<file path="src/verilog/csm_pkg.sv">
// csm_pkg: register map, field positions, modes and reset values for the
// semi-period / frequency measurement counter pair.
// assumes: 32-bit apb slave, word-aligned registers, one clock.
package csm_pkg;

    // ------------------------------------------------------------------
    // register byte offsets
    // ------------------------------------------------------------------
    localparam logic [7:0] OFS_CTRL0 = 8'h00;
    localparam logic [7:0] OFS_CTRL1 = 8'h04;
    localparam logic [7:0] OFS_SAVE0 = 8'h08;
    localparam logic [7:0] OFS_SAVE1 = 8'h0c;
    localparam logic [7:0] OFS_PULSE_N = 8'h10;
    localparam logic [7:0] OFS_IRQ_STAT = 8'h14;
    localparam logic [7:0] OFS_IRQ_EN = 8'h18;
    localparam logic [7:0] OFS_IRQ_CLR = 8'h1c;
    localparam logic [7:0] OFS_CNT0 = 8'h20;
    localparam logic [7:0] OFS_CNT1 = 8'h24;

    // ------------------------------------------------------------------
    // control register fields
    // ------------------------------------------------------------------
    localparam int CTL_ARM = 0;
    localparam int CTL_MODE_LO = 1;
    localparam int CTL_MODE_W = 3;
    localparam int CTL_SRC_FALL = 4;
    localparam int CTL_GATE_LOW = 5;
    localparam int CTL_SRC_SEL = 6;
    localparam int CTL_GATE_SEL_LO = 8;
    localparam int CTL_GATE_SEL_W = 2;
    localparam logic [31:0] CTRL_RST = 32'h0000_0000;
    localparam logic [31:0] PULSE_N_RST = 32'h0000_0001;

    // status / interrupt bits
    localparam int IRQ_W = 4;
    localparam int IRQ_DONE0 = 0;
    localparam int IRQ_DONE1 = 1;
    localparam int IRQ_OVR0 = 2;
    localparam int IRQ_OVR1 = 3;

    // counter modes
    typedef enum logic [2:0] {
        CSM_IDLE = 3'h0,
        CSM_SEMI_SINGLE = 3'h1,
        CSM_SEMI_BUF = 3'h2,
        CSM_PERIOD_SINGLE = 3'h3,
        CSM_PERIOD_BUF = 3'h4,
        CSM_PULSE_GEN = 3'h5
    } csm_mode_t;

    // gate routing: pin, function terminal, trigger bus, other counter output
    localparam logic [1:0] GSEL_PIN = 2'h0;
    localparam logic [1:0] GSEL_GFT = 2'h1;
    localparam logic [1:0] GSEL_TRIG = 2'h2;
    localparam logic [1:0] GSEL_PEER = 2'h3;

endpackage : csm_pkg

</file>
<file path="src/verilog/csm_counter.sv">
// csm_counter: one measurement counter with save register and dma handoff.
// assumes: source and gate arrive already synchronised to pclk.
`timescale 1ns/100ps
module csm_counter #(
    parameter int CNT_W = 32
) (
    // clock and reset
    input wire logic pclk,
    input wire logic presetn,
    // configuration
    input wire logic arm,
    input wire logic [2:0] mode,
    input wire logic src_fall,
    input wire logic gate_low,
    input wire logic [CNT_W-1:0] pulse_n,
    // measured inputs
    input wire logic src,
    input wire logic gate,
    // results
    output logic [CNT_W-1:0] count,
    output logic [CNT_W-1:0] save,
    output logic gen_out,
    output logic done,
    output logic overrun,
    // dma side
    output logic dma_valid,
    output logic [CNT_W-1:0] dma_data,
    input wire logic dma_ready
);

    initial begin
        if (CNT_W < 2 || CNT_W > 32) $error("csm_counter: CNT_W out of range");
    end

    typedef enum {ST_OFF, ST_WAIT, ST_RUN, ST_HOLD} csm_st_t;

    // ------------------------------------------------------------------
    // edge detection
    // ------------------------------------------------------------------
    logic src_prev_q, gate_prev_q, arm_prev_q;
    wire src_edge = src_fall ? (src_prev_q & ~src) : (~src_prev_q & src);
    wire gate_any = gate ^ gate_prev_q;
    wire gate_act = gate ^ gate_low;
    wire gate_lead = gate_any & gate_act;
    wire gate_trail = gate_any & ~gate_act;
    wire arm_rise = arm & ~arm_prev_q;

    csm_st_t st_q, st_d;
    logic [CNT_W-1:0] cnt_q, cnt_d, save_q, save_d;
    logic latch, done_p, gen_q, gen_d;

    wire m_semi1 = (mode == csm_pkg::CSM_SEMI_SINGLE);
    wire m_semib = (mode == csm_pkg::CSM_SEMI_BUF);
    wire m_per1 = (mode == csm_pkg::CSM_PERIOD_SINGLE);
    wire m_perb = (mode == csm_pkg::CSM_PERIOD_BUF);
    wire m_gen = (mode == csm_pkg::CSM_PULSE_GEN);
    wire [CNT_W-1:0] cnt_inc = src_edge ? cnt_q + {{(CNT_W-1){1'b0}}, 1'b1} : cnt_q;

    always_comb begin
        st_d = st_q;
        cnt_d = cnt_q;
        save_d = save_q;
        latch = 1'b0;
        done_p = 1'b0;
        gen_d = gen_q;
        case (st_q)
            ST_OFF: begin
                if (arm_rise) begin
                    cnt_d = '0;
                    gen_d = 1'b0;
                    // buffered modes count from the arm itself
                    if (m_semib || m_perb) st_d = ST_RUN;
                    else if (m_gen) st_d = ST_RUN;
                    else st_d = ST_WAIT;
                end
            end
            ST_WAIT: begin
                // pulse width waits for a fresh leading edge even if armed mid-pulse
                if (gate_lead) begin
                    st_d = ST_RUN;
                    cnt_d = '0;
                end
            end
            ST_RUN: begin
                cnt_d = cnt_inc;
                if (m_semi1 && gate_trail) begin
                    save_d = cnt_q;
                    done_p = 1'b1;
                    st_d = ST_HOLD;
                end else if (m_per1 && gate_lead) begin
                    save_d = cnt_q;
                    done_p = 1'b1;
                    st_d = ST_HOLD;
                end else if ((m_semib && gate_any) || (m_perb && gate_lead)) begin
                    save_d = cnt_q;
                    latch = 1'b1;
                    cnt_d = src_edge ? {{(CNT_W-1){1'b0}}, 1'b1} : '0;
                end else if (m_gen) begin
                    // output stays high until the pulse_n-th source edge after arm
                    gen_d = 1'b1;
                    if (src_edge && cnt_inc >= pulse_n) begin
                        gen_d = 1'b0;
                        done_p = 1'b1;
                        st_d = ST_HOLD;
                    end
                end
            end
            ST_HOLD: begin
                // further gate and source edges are ignored until re-armed
            end
            default: st_d = ST_OFF;
        endcase
        if (!arm) begin
            st_d = ST_OFF;
            gen_d = 1'b0;
        end
    end

    // ------------------------------------------------------------------
    // dma handoff, one-entry holding register
    // ------------------------------------------------------------------
    logic dv_q, ovr_q;
    logic [CNT_W-1:0] dd_q;
    wire dma_take = dv_q & dma_ready;

    always_ff @(posedge pclk or negedge presetn) begin
        if (!presetn) begin
            st_q <= ST_OFF;
            cnt_q <= '0;
            save_q <= '0;
            gen_q <= 1'b0;
            src_prev_q <= 1'b0;
            gate_prev_q <= 1'b0;
            arm_prev_q <= 1'b0;
            dv_q <= 1'b0;
            dd_q <= '0;
            ovr_q <= 1'b0;
        end else begin
            st_q <= st_d;
            cnt_q <= cnt_d;
            save_q <= save_d;
            gen_q <= gen_d;
            src_prev_q <= src;
            gate_prev_q <= gate;
            arm_prev_q <= arm;
            if (latch) begin
                dv_q <= 1'b1;
                dd_q <= save_d;
            end else if (dma_take) begin
                dv_q <= 1'b0;
            end
            // a new value while the old one is still waiting replaces it; the old one is lost
            ovr_q <= latch & dv_q & ~dma_ready;
        end
    end

    assign count = cnt_q;
    assign save = save_q;
    assign gen_out = gen_q;
    assign done = done_p;
    assign overrun = ovr_q;
    assign dma_valid = dv_q;
    assign dma_data = dd_q;

endmodule : csm_counter

</file>
<file path="src/verilog/csm_top.sv">
// csm_top: two measurement counters, apb register file, gate routing,
// interrupt status and two dma streams.
// assumes: apb master on pclk; all measured inputs asynchronous to pclk.
//
// Summary of operation
// - semi-period: every gate edge, either polarity, bounds an interval
// - count only the chosen polarity of timebase edge
// - single semi-period behaves as single pulse-width
// - pulse width: count while gate active, latch at inactive, then hold
// - buffered semi-period: latch on every gate edge, keep counting
// - each buffered value is offered in order to the dma controller unless the next value overwrites it first
// - counting begins at arm, so first buffered value is partial
// - low-frequency: one gate period in counts of a selectable timebase
// - averaged: buffered period measurements, software averages all but first
// - high-frequency: known-width gate pulse frames a pulse-width count
// - gate accepts pulses from function terminal or trigger bus
// - first counter generates a pulse lasting n source periods
// - first counter output routes to second counter gate
//
// Our own choices: the address map and the APB interface to the registers.
`timescale 1ns/100ps
module csm_top #(
    parameter int CNT_W = 32
) (
    // apb
    input wire logic pclk,
    input wire logic presetn,
    input wire logic psel,
    input wire logic penable,
    input wire logic pwrite,
    input wire logic [7:0] paddr,
    input wire logic [31:0] pwdata,
    output logic [31:0] prdata,
    output logic pready,
    output logic pslverr,
    // measured signals
    input wire logic [1:0] src_pin,
    input wire logic [1:0] slow_timebase,
    input wire logic fast_reference_timebase,
    input wire logic [1:0] gate_pin,
    input wire logic [1:0] general_function_terminal,
    input wire logic [1:0] interboard_trigger_bus,
    // dma streams
    output logic [1:0] dma_valid,
    output logic [CNT_W-1:0] dma_data0,
    output logic [CNT_W-1:0] dma_data1,
    input wire logic [1:0] dma_ready,
    // status
    output logic [1:0] gen_out,
    output logic irq
);

    initial begin
        if (CNT_W < 2 || CNT_W > 32) $error("csm_top: CNT_W out of range");
    end

    // ------------------------------------------------------------------
    // input synchronisers
    // ------------------------------------------------------------------
    localparam int NSYN = 11;
    logic [NSYN-1:0] s1_q, s2_q;
    wire [NSYN-1:0] raw = {fast_reference_timebase, slow_timebase, src_pin, gate_pin,
                           general_function_terminal, interboard_trigger_bus};
    always_ff @(posedge pclk or negedge presetn) begin
        if (!presetn) begin
            s1_q <= '0;
            s2_q <= '0;
        end else begin
            s1_q <= raw;
            s2_q <= s1_q;
        end
    end
    wire s_fast = s2_q[10];
    wire [1:0] s_slow = s2_q[9:8];
    wire [1:0] s_src = s2_q[7:6];
    wire [1:0] s_gate = s2_q[5:4];
    wire [1:0] s_gft = s2_q[3:2];
    wire [1:0] s_trig = s2_q[1:0];

    // ------------------------------------------------------------------
    // registers
    // ------------------------------------------------------------------
    logic [31:0] ctrl0_q, ctrl1_q, pulse_n_q;
    logic [csm_pkg::IRQ_W-1:0] stat_q, en_q;
    logic irq_q, pready_q, pslverr_q;
    logic [31:0] prdata_q;

    wire setup = psel & ~penable;
    wire wr = setup & pwrite;
    wire rd = setup & ~pwrite;
    wire hit_ctrl0 = (paddr == csm_pkg::OFS_CTRL0);
    wire hit_ctrl1 = (paddr == csm_pkg::OFS_CTRL1);
    wire hit_save0 = (paddr == csm_pkg::OFS_SAVE0);
    wire hit_save1 = (paddr == csm_pkg::OFS_SAVE1);
    wire hit_pn = (paddr == csm_pkg::OFS_PULSE_N);
    wire hit_stat = (paddr == csm_pkg::OFS_IRQ_STAT);
    wire hit_en = (paddr == csm_pkg::OFS_IRQ_EN);
    wire hit_clr = (paddr == csm_pkg::OFS_IRQ_CLR);
    wire hit_cnt0 = (paddr == csm_pkg::OFS_CNT0);
    wire hit_cnt1 = (paddr == csm_pkg::OFS_CNT1);
    wire hit_any = hit_ctrl0 | hit_ctrl1 | hit_save0 | hit_save1 | hit_pn | hit_stat |
                   hit_en | hit_clr | hit_cnt0 | hit_cnt1;

    // ------------------------------------------------------------------
    // per-counter routing
    // ------------------------------------------------------------------
    wire [31:0] ctrl [2];
    assign ctrl[0] = ctrl0_q;
    assign ctrl[1] = ctrl1_q;
    wire [1:0] c_src, c_gate, c_gen, c_done, c_ovr;
    wire [CNT_W-1:0] c_cnt [2];
    wire [CNT_W-1:0] c_save [2];
    wire [CNT_W-1:0] c_dd [2];

    genvar gi;
    generate
        for (gi = 0; gi < 2; gi++) begin : g_cnt
            wire [1:0] gsel = ctrl[gi][csm_pkg::CTL_GATE_SEL_LO +: csm_pkg::CTL_GATE_SEL_W];
            wire [1:0] ssel = ctrl[gi][csm_pkg::CTL_SRC_SEL +: 2];
            // slower timebase choice covers very slow gate signals
            assign c_src[gi] = (ssel == 2'h1) ? s_fast : (ssel == 2'h2) ? s_slow[gi] : s_src[gi];
            assign c_gate[gi] = (gsel == csm_pkg::GSEL_GFT) ? s_gft[gi] :
                                (gsel == csm_pkg::GSEL_TRIG) ? s_trig[gi] :
                                (gsel == csm_pkg::GSEL_PEER) ? c_gen[1-gi] : s_gate[gi];
            csm_counter #(.CNT_W(CNT_W)) u_cnt (
                .pclk(pclk),
                .presetn(presetn),
                .arm(ctrl[gi][csm_pkg::CTL_ARM]),
                .mode(ctrl[gi][csm_pkg::CTL_MODE_LO +: csm_pkg::CTL_MODE_W]),
                .src_fall(ctrl[gi][csm_pkg::CTL_SRC_FALL]),
                .gate_low(ctrl[gi][csm_pkg::CTL_GATE_LOW]),
                .pulse_n(pulse_n_q[CNT_W-1:0]),
                .src(c_src[gi]),
                .gate(c_gate[gi]),
                .count(c_cnt[gi]),
                .save(c_save[gi]),
                .gen_out(c_gen[gi]),
                .done(c_done[gi]),
                .overrun(c_ovr[gi]),
                .dma_valid(dma_valid[gi]),
                .dma_data(c_dd[gi]),
                .dma_ready(dma_ready[gi])
            );
        end
    endgenerate

    // ------------------------------------------------------------------
    // interrupt status: set wins over clear
    // ------------------------------------------------------------------
    wire [csm_pkg::IRQ_W-1:0] ev = {c_ovr[1], c_ovr[0], c_done[1], c_done[0]};
    wire [csm_pkg::IRQ_W-1:0] clr = (wr & hit_clr) ? pwdata[csm_pkg::IRQ_W-1:0] : '0;
    wire [csm_pkg::IRQ_W-1:0] stat_d = (stat_q & ~clr) | ev;

    function automatic logic [31:0] zx(input logic [CNT_W-1:0] v);
        zx = 32'h0000_0000;
        zx[CNT_W-1:0] = v;
    endfunction : zx

    wire [31:0] rd_mux = hit_ctrl0 ? ctrl0_q :
                         hit_ctrl1 ? ctrl1_q :
                         hit_save0 ? zx(c_save[0]) :
                         hit_save1 ? zx(c_save[1]) :
                         hit_pn ? pulse_n_q :
                         hit_stat ? {{(32-csm_pkg::IRQ_W){1'b0}}, stat_q} :
                         hit_en ? {{(32-csm_pkg::IRQ_W){1'b0}}, en_q} :
                         hit_cnt0 ? zx(c_cnt[0]) :
                         hit_cnt1 ? zx(c_cnt[1]) : 32'h0000_0000;

    always_ff @(posedge pclk or negedge presetn) begin
        if (!presetn) begin
            ctrl0_q <= csm_pkg::CTRL_RST;
            ctrl1_q <= csm_pkg::CTRL_RST;
            pulse_n_q <= csm_pkg::PULSE_N_RST;
            en_q <= '0;
            stat_q <= '0;
            irq_q <= 1'b0;
            pready_q <= 1'b0;
            pslverr_q <= 1'b0;
            prdata_q <= 32'h0000_0000;
        end else begin
            if (wr && hit_ctrl0) ctrl0_q <= pwdata;
            if (wr && hit_ctrl1) ctrl1_q <= pwdata;
            if (wr && hit_pn) pulse_n_q <= pwdata;
            if (wr && hit_en) en_q <= pwdata[csm_pkg::IRQ_W-1:0];
            stat_q <= stat_d;
            irq_q <= |(stat_d & en_q);
            pready_q <= setup;
            pslverr_q <= setup & ~hit_any;
            if (rd) prdata_q <= rd_mux;
        end
    end

    // dma outputs come from the counters' holding registers
    assign dma_data0 = c_dd[0];
    assign dma_data1 = c_dd[1];
    assign gen_out = c_gen;
    assign irq = irq_q;
    assign prdata = prdata_q;
    assign pready = pready_q;
    assign pslverr = pslverr_q;

endmodule : csm_top

</file>
<file path="config.mk">
export PLATFORM = sky130hd
export DESIGN_NAME = csm_top
export DESIGN_NICKNAME = d
export VERILOG_FILES = /design/src/verilog/csm_pkg.sv /design/src/verilog/csm_counter.sv /design/src/verilog/csm_top.sv
export SDC_FILE = /design/constraint.sdc
export NUM_CORES = 1
export LEC_CHECK = 0
export ABC_AREA = 1
export BUFFER_PORTS_ARGS = -buffer_cell sky130_fd_sc_hd__buf_2
export CAP_MARGIN = 25
export CORE_ASPECT_RATIO = 0.5
export CORE_UTILIZATION = 28
export CTS_BUF_LIST = sky130_fd_sc_hd__clkbuf_2
export DETAILED_ROUTE_END_ITERATION = 12
export PLACE_DENSITY = 0.47
export SYNTH_ARGS = -nofsm -noshare
export SYNTH_HDL_FRONTEND = slang
export SYNTH_SLANG_ARGS = --single-unit
</file>
<file path="constraint.sdc">
create_clock -name pclk -period 4.02 [get_ports pclk]
set_input_delay 0.804 -clock pclk [delete_from_list [all_inputs] [get_ports pclk]]
set_output_delay 0.804 -clock pclk [all_outputs]
set_load 0.005 [all_outputs]
</file>
---- Word-level counts from Yosys, hierarchy flattened ----
Index checks and enable logic that the tools add are counted.
storage, ports and cells
  bits in registers ....................... 429
  input bits .............................. 58
  output and inout port bits .............. 103
  word-level logic and storage cells ...... 287
operators by class
  add/subtract/negate cells ............... 2
  $lt $le $gt $ge ......................... 2
  eq/ne operators ......................... 61
  multiplexer cells ....................... 108
  bitwise operators ....................... 51
  reductions and logical operators ........ 32
operators with widths
  operator                 number
  $mux W32                 47
  $pmux W32 S4             2
  $pmux W32 S3             2
  $eq A32 B2 Y1 const B    4
  $add A32 B1 Y32 const B  2
  $eq A32 B1 Y1 const B    2
  $ge A32 B32 Y1           2
  $logic_not A32 Y1        2
  $mux W1                  52
  $eq A8 B5 Y1 const B     4
  $reduce_and A6 Y1        4
  $and A1 B1 Y1            21
  $ne A5 B2 Y1 const B     4
  $ne A3 B2 Y1 const B     6
  $ne A3 B3 Y1 const B     6
  $eq A8 B4 Y1 const B     2
  $eq A8 B6 Y1 const B     2
  $logic_and A1 B1 Y1      14
  $not A1 Y1               13
  $eq A2 B2 Y1 const B     6
  $eq A3 B2 Y1 const B     4
  $eq A3 B3 Y1 const B     4
  $ne A5 B3 Y1 const B     2
  $or A1 B1 Y1             9
  19 further kinds         40

---- Longest topological paths before layout ----
  depth after elaboration ................. 18
  mapped depth ............................ 30
  gate-level depth less buffers ........... 29

---- By module ----
From an unflattened synthesis, not the netlist that was laid out.
second synthesis, totals
  cells, all modules ...................... 2468
  area, all modules ....................... 19593.8 um^2
modules (own cells, without submodules)
  module                        instances  cells an instance  area an instance (um^2)  sequential area each (um^2)
  csm_top                       1          970                7706.1                   4030.1
  csm_counter (g_cnt[0].u_cnt)  1          762                6080.8                   2602.5
  csm_counter (g_cnt[1].u_cnt)  1          736                5806.8                   2602.5

---- Worst setup path before layout ----
No wires, ideal clock.
  path type ............................... register -> register
  start ................................... register g_cnt[1].u_cnt.cnt_q[6]
  end ..................................... register g_cnt[1].u_cnt.st_q[0]
  setup time .............................. 0.117 ns
  arrival ................................. 2.752 ns
  data required time ...................... 3.903 ns
  slack ................................... 1.151 ns
  stages on the path, launching flop included .. 24
  buffers on the path ..................... 0
  period minus slack after synthesis ...... 2.869 ns
  path through ............................ dfrtp_1 > inv_2 > nor3_1 > nand2_1 > nor2_1 > nand3_1 > nor2_1 > nand2_1 > xor2_1 > nand2_1 > o21ai_0 > inv_1 > ha_1 > nand2_1 > nor2_1 > nand2_1 > nor2_1 > nand4_1 > nand3_1 > nand2_1 > nand4_1 > nand3_1 > nand2_1 > nand2_1
between the ends
  cells in the longest elaborated chain, start to end .. 6
RTL lines
  element                                 RTL line            source
  from (decl)                             csm_counter.sv:49   logic [CNT_W-1:0] cnt_q, cnt_d, save_q, save_d;
  from (signal assigned)                  csm_counter.sv:140  cnt_q <= cnt_d;
  $add A32 B1 Y32                         csm_counter.sv:57   wire [CNT_W-1:0] cnt_inc = src_edge ? cnt_q + {{(CNT_W-1){1'b0}}, 1'b1} : cnt_q;
  $mux W32 (*)                            csm_counter.sv:57
  $ge A32 B32 Y1 (*)                      csm_counter.sv:101  if (src_edge && cnt_inc >= pulse_n) begin
  $logic_and A1 B1 Y1 (*)                 csm_counter.sv:101
  $ne A5 B2 Y1 (no source line) (*)       n/a
  $reduce_and A6 Y1 (no source line) (*)  n/a
  to (signal assigned)                    csm_counter.sv:139  st_q <= st_d;
  to (decl)                               csm_counter.sv:48   csm_st_t st_q, st_d;
Mark *: on every way between the ends. The rest lies on a longest branch, timed or not.
A chain may end at the register's enable or synchronous reset.

---- Worst setup path in the final report ----
  start ................................... register g_cnt[1].u_cnt.cnt_q[6]
  end ..................................... register g_cnt[1].u_cnt.st_q[1]
The elaborated chain is that of the path after synthesis.

==> results by group <==
Final layout
  – Multi-input gate area: 0.00902 mm²
  – Nets: 2,953
  – Layout Utilization: 0.331
  – Seq. cell area: 0.00924 mm²
  – Post-route design area: 0.0235 mm²
  – # fillers: 7,691
  – Share of cells above drive strength 1: 0.144
  – Area delta synth->final: 17.0%

Routing
  – Vias per cell: 4.85
  – Routed Antenna Nets: 0
  – Drt total wl: 77,400 µm
  – DRC Markers: 2
  – Routed length per instance: 20.1 µm
  – Detailed Route Iter0 Violations: 1,653
  – Vias post-DR: 18,600
  – DRT Pass-1 Iters: 9

Clock network
  – Clock sink count: 369
  – Skew-Pair Late Insertion Delay: 1.24 ns
  – TritonCTS clock tree: yes
  – CTS Buf Count: 96
  – Clk buf depth: 3
  – H-Tree Depth: 3
  – CTS root buf: clkbuf_2
  – Clock slew seen by the registers of the worst setup and hold paths: 0.15 ns

Synthesis
  – Post-synth net total: 2,692
  – Synth area leader: dfrtp_1
  – Flops & latches, synth: 369
  – Ys flop type: dfrtp_1
  – Simple-Gate Fraction of Synth Area: 0.243
  – Avg Inst Size Synth: 7.87 µm²
  – Dominant cells by area after synthesis: dfrtp_1 (46%), nand2_1 (12%), inv_1 (6.5%)
  – XOR/XNOR share of the synthesized area: 0.0274
  – Main combinational cell family by area after synthesis: simple AND/OR/NAND/NOR gates
  – Number of flops mapped to enable cells by yosys: 0
  – YS warnings: 0
  – Synth Area in Adders: 0.0473
  – Ys async rst share: 1.00
  – Synth cell types: 51
  – Compound-Gate Fraction of Synth Area: 0.130
  – Sequential share of the synthesized area: 0.459
  – Syn Std Cell Area: 0.0201 mm²
  – Yosys top cell area share: 0.458
  – Syn Inst Count: 2,558
  – Mux cell area share after synthesis: 0

Global routing
  – Total grt overflow: 0
  – All-Layer GR Usage: 0.214
  – Initial antenna violation count: 4
  – Vias in the first global route: 17,900
  – First-pass GRT wire length: 116,000 µm
  – Largest net degree at the start of global routing: 85

STA
  – Max Fclk: 0.266 GHz
  – Crit share post-route: 0.934
  – Worst Skew: 0.147 ns
  – Fin crit period: 3.76 ns
  – Fin Setup TNS: 0 ns
  – Worst slew pin tran: 0.864 ns
  – Hold Fails Final Rpt: 0
  – Max_slew headroom: 0.422
  – Fin. max-slew vios: 0
  – Setup Viol. Count Final: 0
  – RSZ-0062 raised after global routing: no

Critical path
  – Crit-path max FO: 6
  – Worst path top cell family by delay: simple AND/OR/NAND/NOR gates
  – CP peak stage delay: 0.46 ns
  – CP most frequent cell: nand2_1
  – Crit start category: register
  – Critical path cell sequence: inv_2 -> nor3_1 -> nand2_1 -> nor2_1 -> nand3_1 -> nor2_1 -> nand2_1 -> xor2_1 -> nand2_1 -> o21ai_0 -> inv_1 -> ha_1 -> nand2_1 -> nor2_1 -> nand2_1 -> nor2_1 -> nand4_1 -> nand3_1 -> nand2_1 -> nand4_1 -> nand3_1 -> nand2_1 -> nand2_1
  – Crit path buf inv count: 2
  – CP max-delay cell: dfrtp_1
  – CP endpoint kind: register
  – CP required: 5.01 ns
  – Worst Path Arrival: 4.75 ns
  – Kind of critical path: register to register

Floorplanning
  – DIE AREA: 0.0730 mm²
  – Core Area: 0.0711 mm²
  – Initial core utilization: 0.283
  – Die W: 381 µm
  – # IOs: 161
  – Row cnt: 69
  – Die height: 192 µm

Power and ir drop
  – Power Dens Cells: 298 mW/mm²
  – Max IR drop VDD: 0.172 mV
  – Leakage: 12.0 nW

Outcome
  – Status: complete, but fails checks
  – Failing checks: design-rule violations

Min path
  – Hold Crit Class: input pin to register

Place
  – GPL Wtd Cong: 0.957
  – Post-DP HPWL: 57,300 µm
  – IO Port Bufs: 160
  – Area after DPL: 0.0222 mm²

Job
  – Max cap viols: 0
-- flip-flops by register name, summed over array words and instances (netlist names), 11 cells and up --
name                  cells
ctrl1_q                  32
s1_q                     11
ctrl0_q                  32
pulse_n_q                32
g_cnt.u_cnt.count        64
prdata                   32
g_cnt.u_cnt.dma_data     64
g_cnt.u_cnt.save         64
s2_q                     11
-- synth_stat cells (7+ instances only) --
library cell / count
nor2_1: 87
o21a_1: 7
ha_1: 76
o21ai_0: 257
dfrtp_1: 368
inv_2: 11
o22ai_1: 54
nand2_1: 668
a21oi_1: 81
nand3_1: 192
and2_1: 64
nand4_1: 28
a211oi_1: 7
o2111ai_1: 10
clkbuf_1: 60
a31o_2: 7
o22ai_2: 10
nor4_1: 8
buf_2: 30
buf_4: 10
inv_1: 348
xor2_1: 61
nor3_1: 50
-- cell type report --
type | count | share of cell area
Timing Repair Buffer | 270 | 0.0794
Multi-Input combinational cell | 1721 | 0.383
Inverter | 361 | 0.0577
Antenna cell | 4 | 0.000425
Sequential cell | 369 | 0.392
Tap cell | 958 | 0.0509
Clock inverter | 32 | 0.00781
Clock buffer | 132 | 0.0281
-- final timing paths --
path	startpoint	to	slack [ns]	depth (start not counted)
hold reg to reg	s1_q[6]	s2_q[6]	0.36	0
setup / recovery	g_cnt[1].u_cnt.count[6]	g_cnt[1].u_cnt.st_q[1]	0.26	23
hold / removal	paddr[5]	stat_q[1]	0.18	5
min in group asynchronous	presetn	pulse_n_q[30]	0.27	2
setup reg to reg	g_cnt[1].u_cnt.count[6]	g_cnt[1].u_cnt.st_q[1]	0.26	23
max in group asynchronous	presetn	g_cnt[1].u_cnt.save[1]	2.74	3
-- timing repair --
action                                  in CTS  in global routing
resized for setup                            0                  2
buffers inserted                             0                  0
hold buffers                                52                  0
endpoints found under the setup margin       0                  2
endpoints found under the hold margin      198                  0
-- cell families after synthesis --
family,count (synthesis)
xor gates and xnor gates,62
and+or+nand+nor,1123
adders and majority gates,76
DFF,369
AOI/OAI and AO/OA,460
buffers and inverters,468
-- power breakdown --
part	internal [mW]	total [mW]	switching, mW
sequential	3.75	3.77	0.0226
combinational	0.174	0.506	0.332
clock	1.01	2.74	1.72
-- cells in the final DEF (no fill, tap or decap), types with 4 or more instances in the layout --
master         synthesis  routed
nand2_1              668     665
dfrtp_1              368     368
inv_1                348     347
o21ai_0              257     257
nand3_1              192     192
buf_2                 30     159
clkbuf_2               0     132
nor2_1                87      85
a21oi_1               81      81
ha_1                  76      76
and2_1                64      64
xor2_1                61      61
o22ai_1               54      54
dlygate4sd3_1          0      52
nor3_1                50      50
buf_4                 10      49
nand4_1               28      28
clkinv_1               2      23
inv_2                 11      11
o2111ai_1             10      10
o22ai_2               10      10
clkinv_2               0       9
nand2_2                5       8
nor4_1                 8       8
o21a_1                 7       7
a211oi_1               7       7
a31o_2                 7       7
buf_12                 0       7
o21ai_1                6       6
o211ai_1               6       6
nand3b_1               5       5
diode_2                0       4
nor2_2                 2       4
-- worst reg2reg max path, stage by stage (launching register included) --
cell     delay (ns)
dfrtp_1        0.46
inv_2          0.12
nor3_1         0.26
nand2_1        0.11
nor2_1         0.14
nand3_1        0.12
nor2_1         0.25
nand2_1        0.10
xor2_1         0.16
nand2_1        0.06
o21ai_0        0.12
inv_1          0.08
ha_1           0.28
nand2_1        0.06
nor2_1         0.14
nand2_1        0.10
nor2_1         0.17
nand4_1        0.11
nand3_1        0.17
nand2_1        0.11
nand4_1        0.14
nand3_1        0.11
nand2_1        0.07
nand2_1        0.05
-- metal layers --
| metal | vias to the layer above | wire length (µm) | global-route usage |
|---|---|---|---|
| li1 | 8883 | - | - |
| met1 | 9051 | 40400 | 0.335 |
| met2 | 620 | 30000 | 0.288 |
| met3 | 83 | 5670 | 0.0466 |
| met4 | 2 | 1340 | 0.0508 |
| met5 | - | 13 | 0 |
-- metrics by stage --
| stage | setup WS [ns] | power, mW | cells | hold slack (ns) |
|---|---|---|---|---|
| 6_report | 0.264 | 7.01 | 3847 | 0.183 |
| 5_1_grt | 0.000330 | 7.39 | 3847 | 0.140 |
| 4_1_cts | 0.259 | 7.13 | 3843 | 0.0724 |
| 3_5_place_dp | 0.359 | 4.31 | 3627 | 0.336 |
| 3_3_place_gp | 0.423 | 4.31 | 3625 | 0.335 |
| 2_1_floorplan | 1.15 | 4.07 | 2558 | 0.331 |
Note: power is estimated with default switching activity, not from simulation.
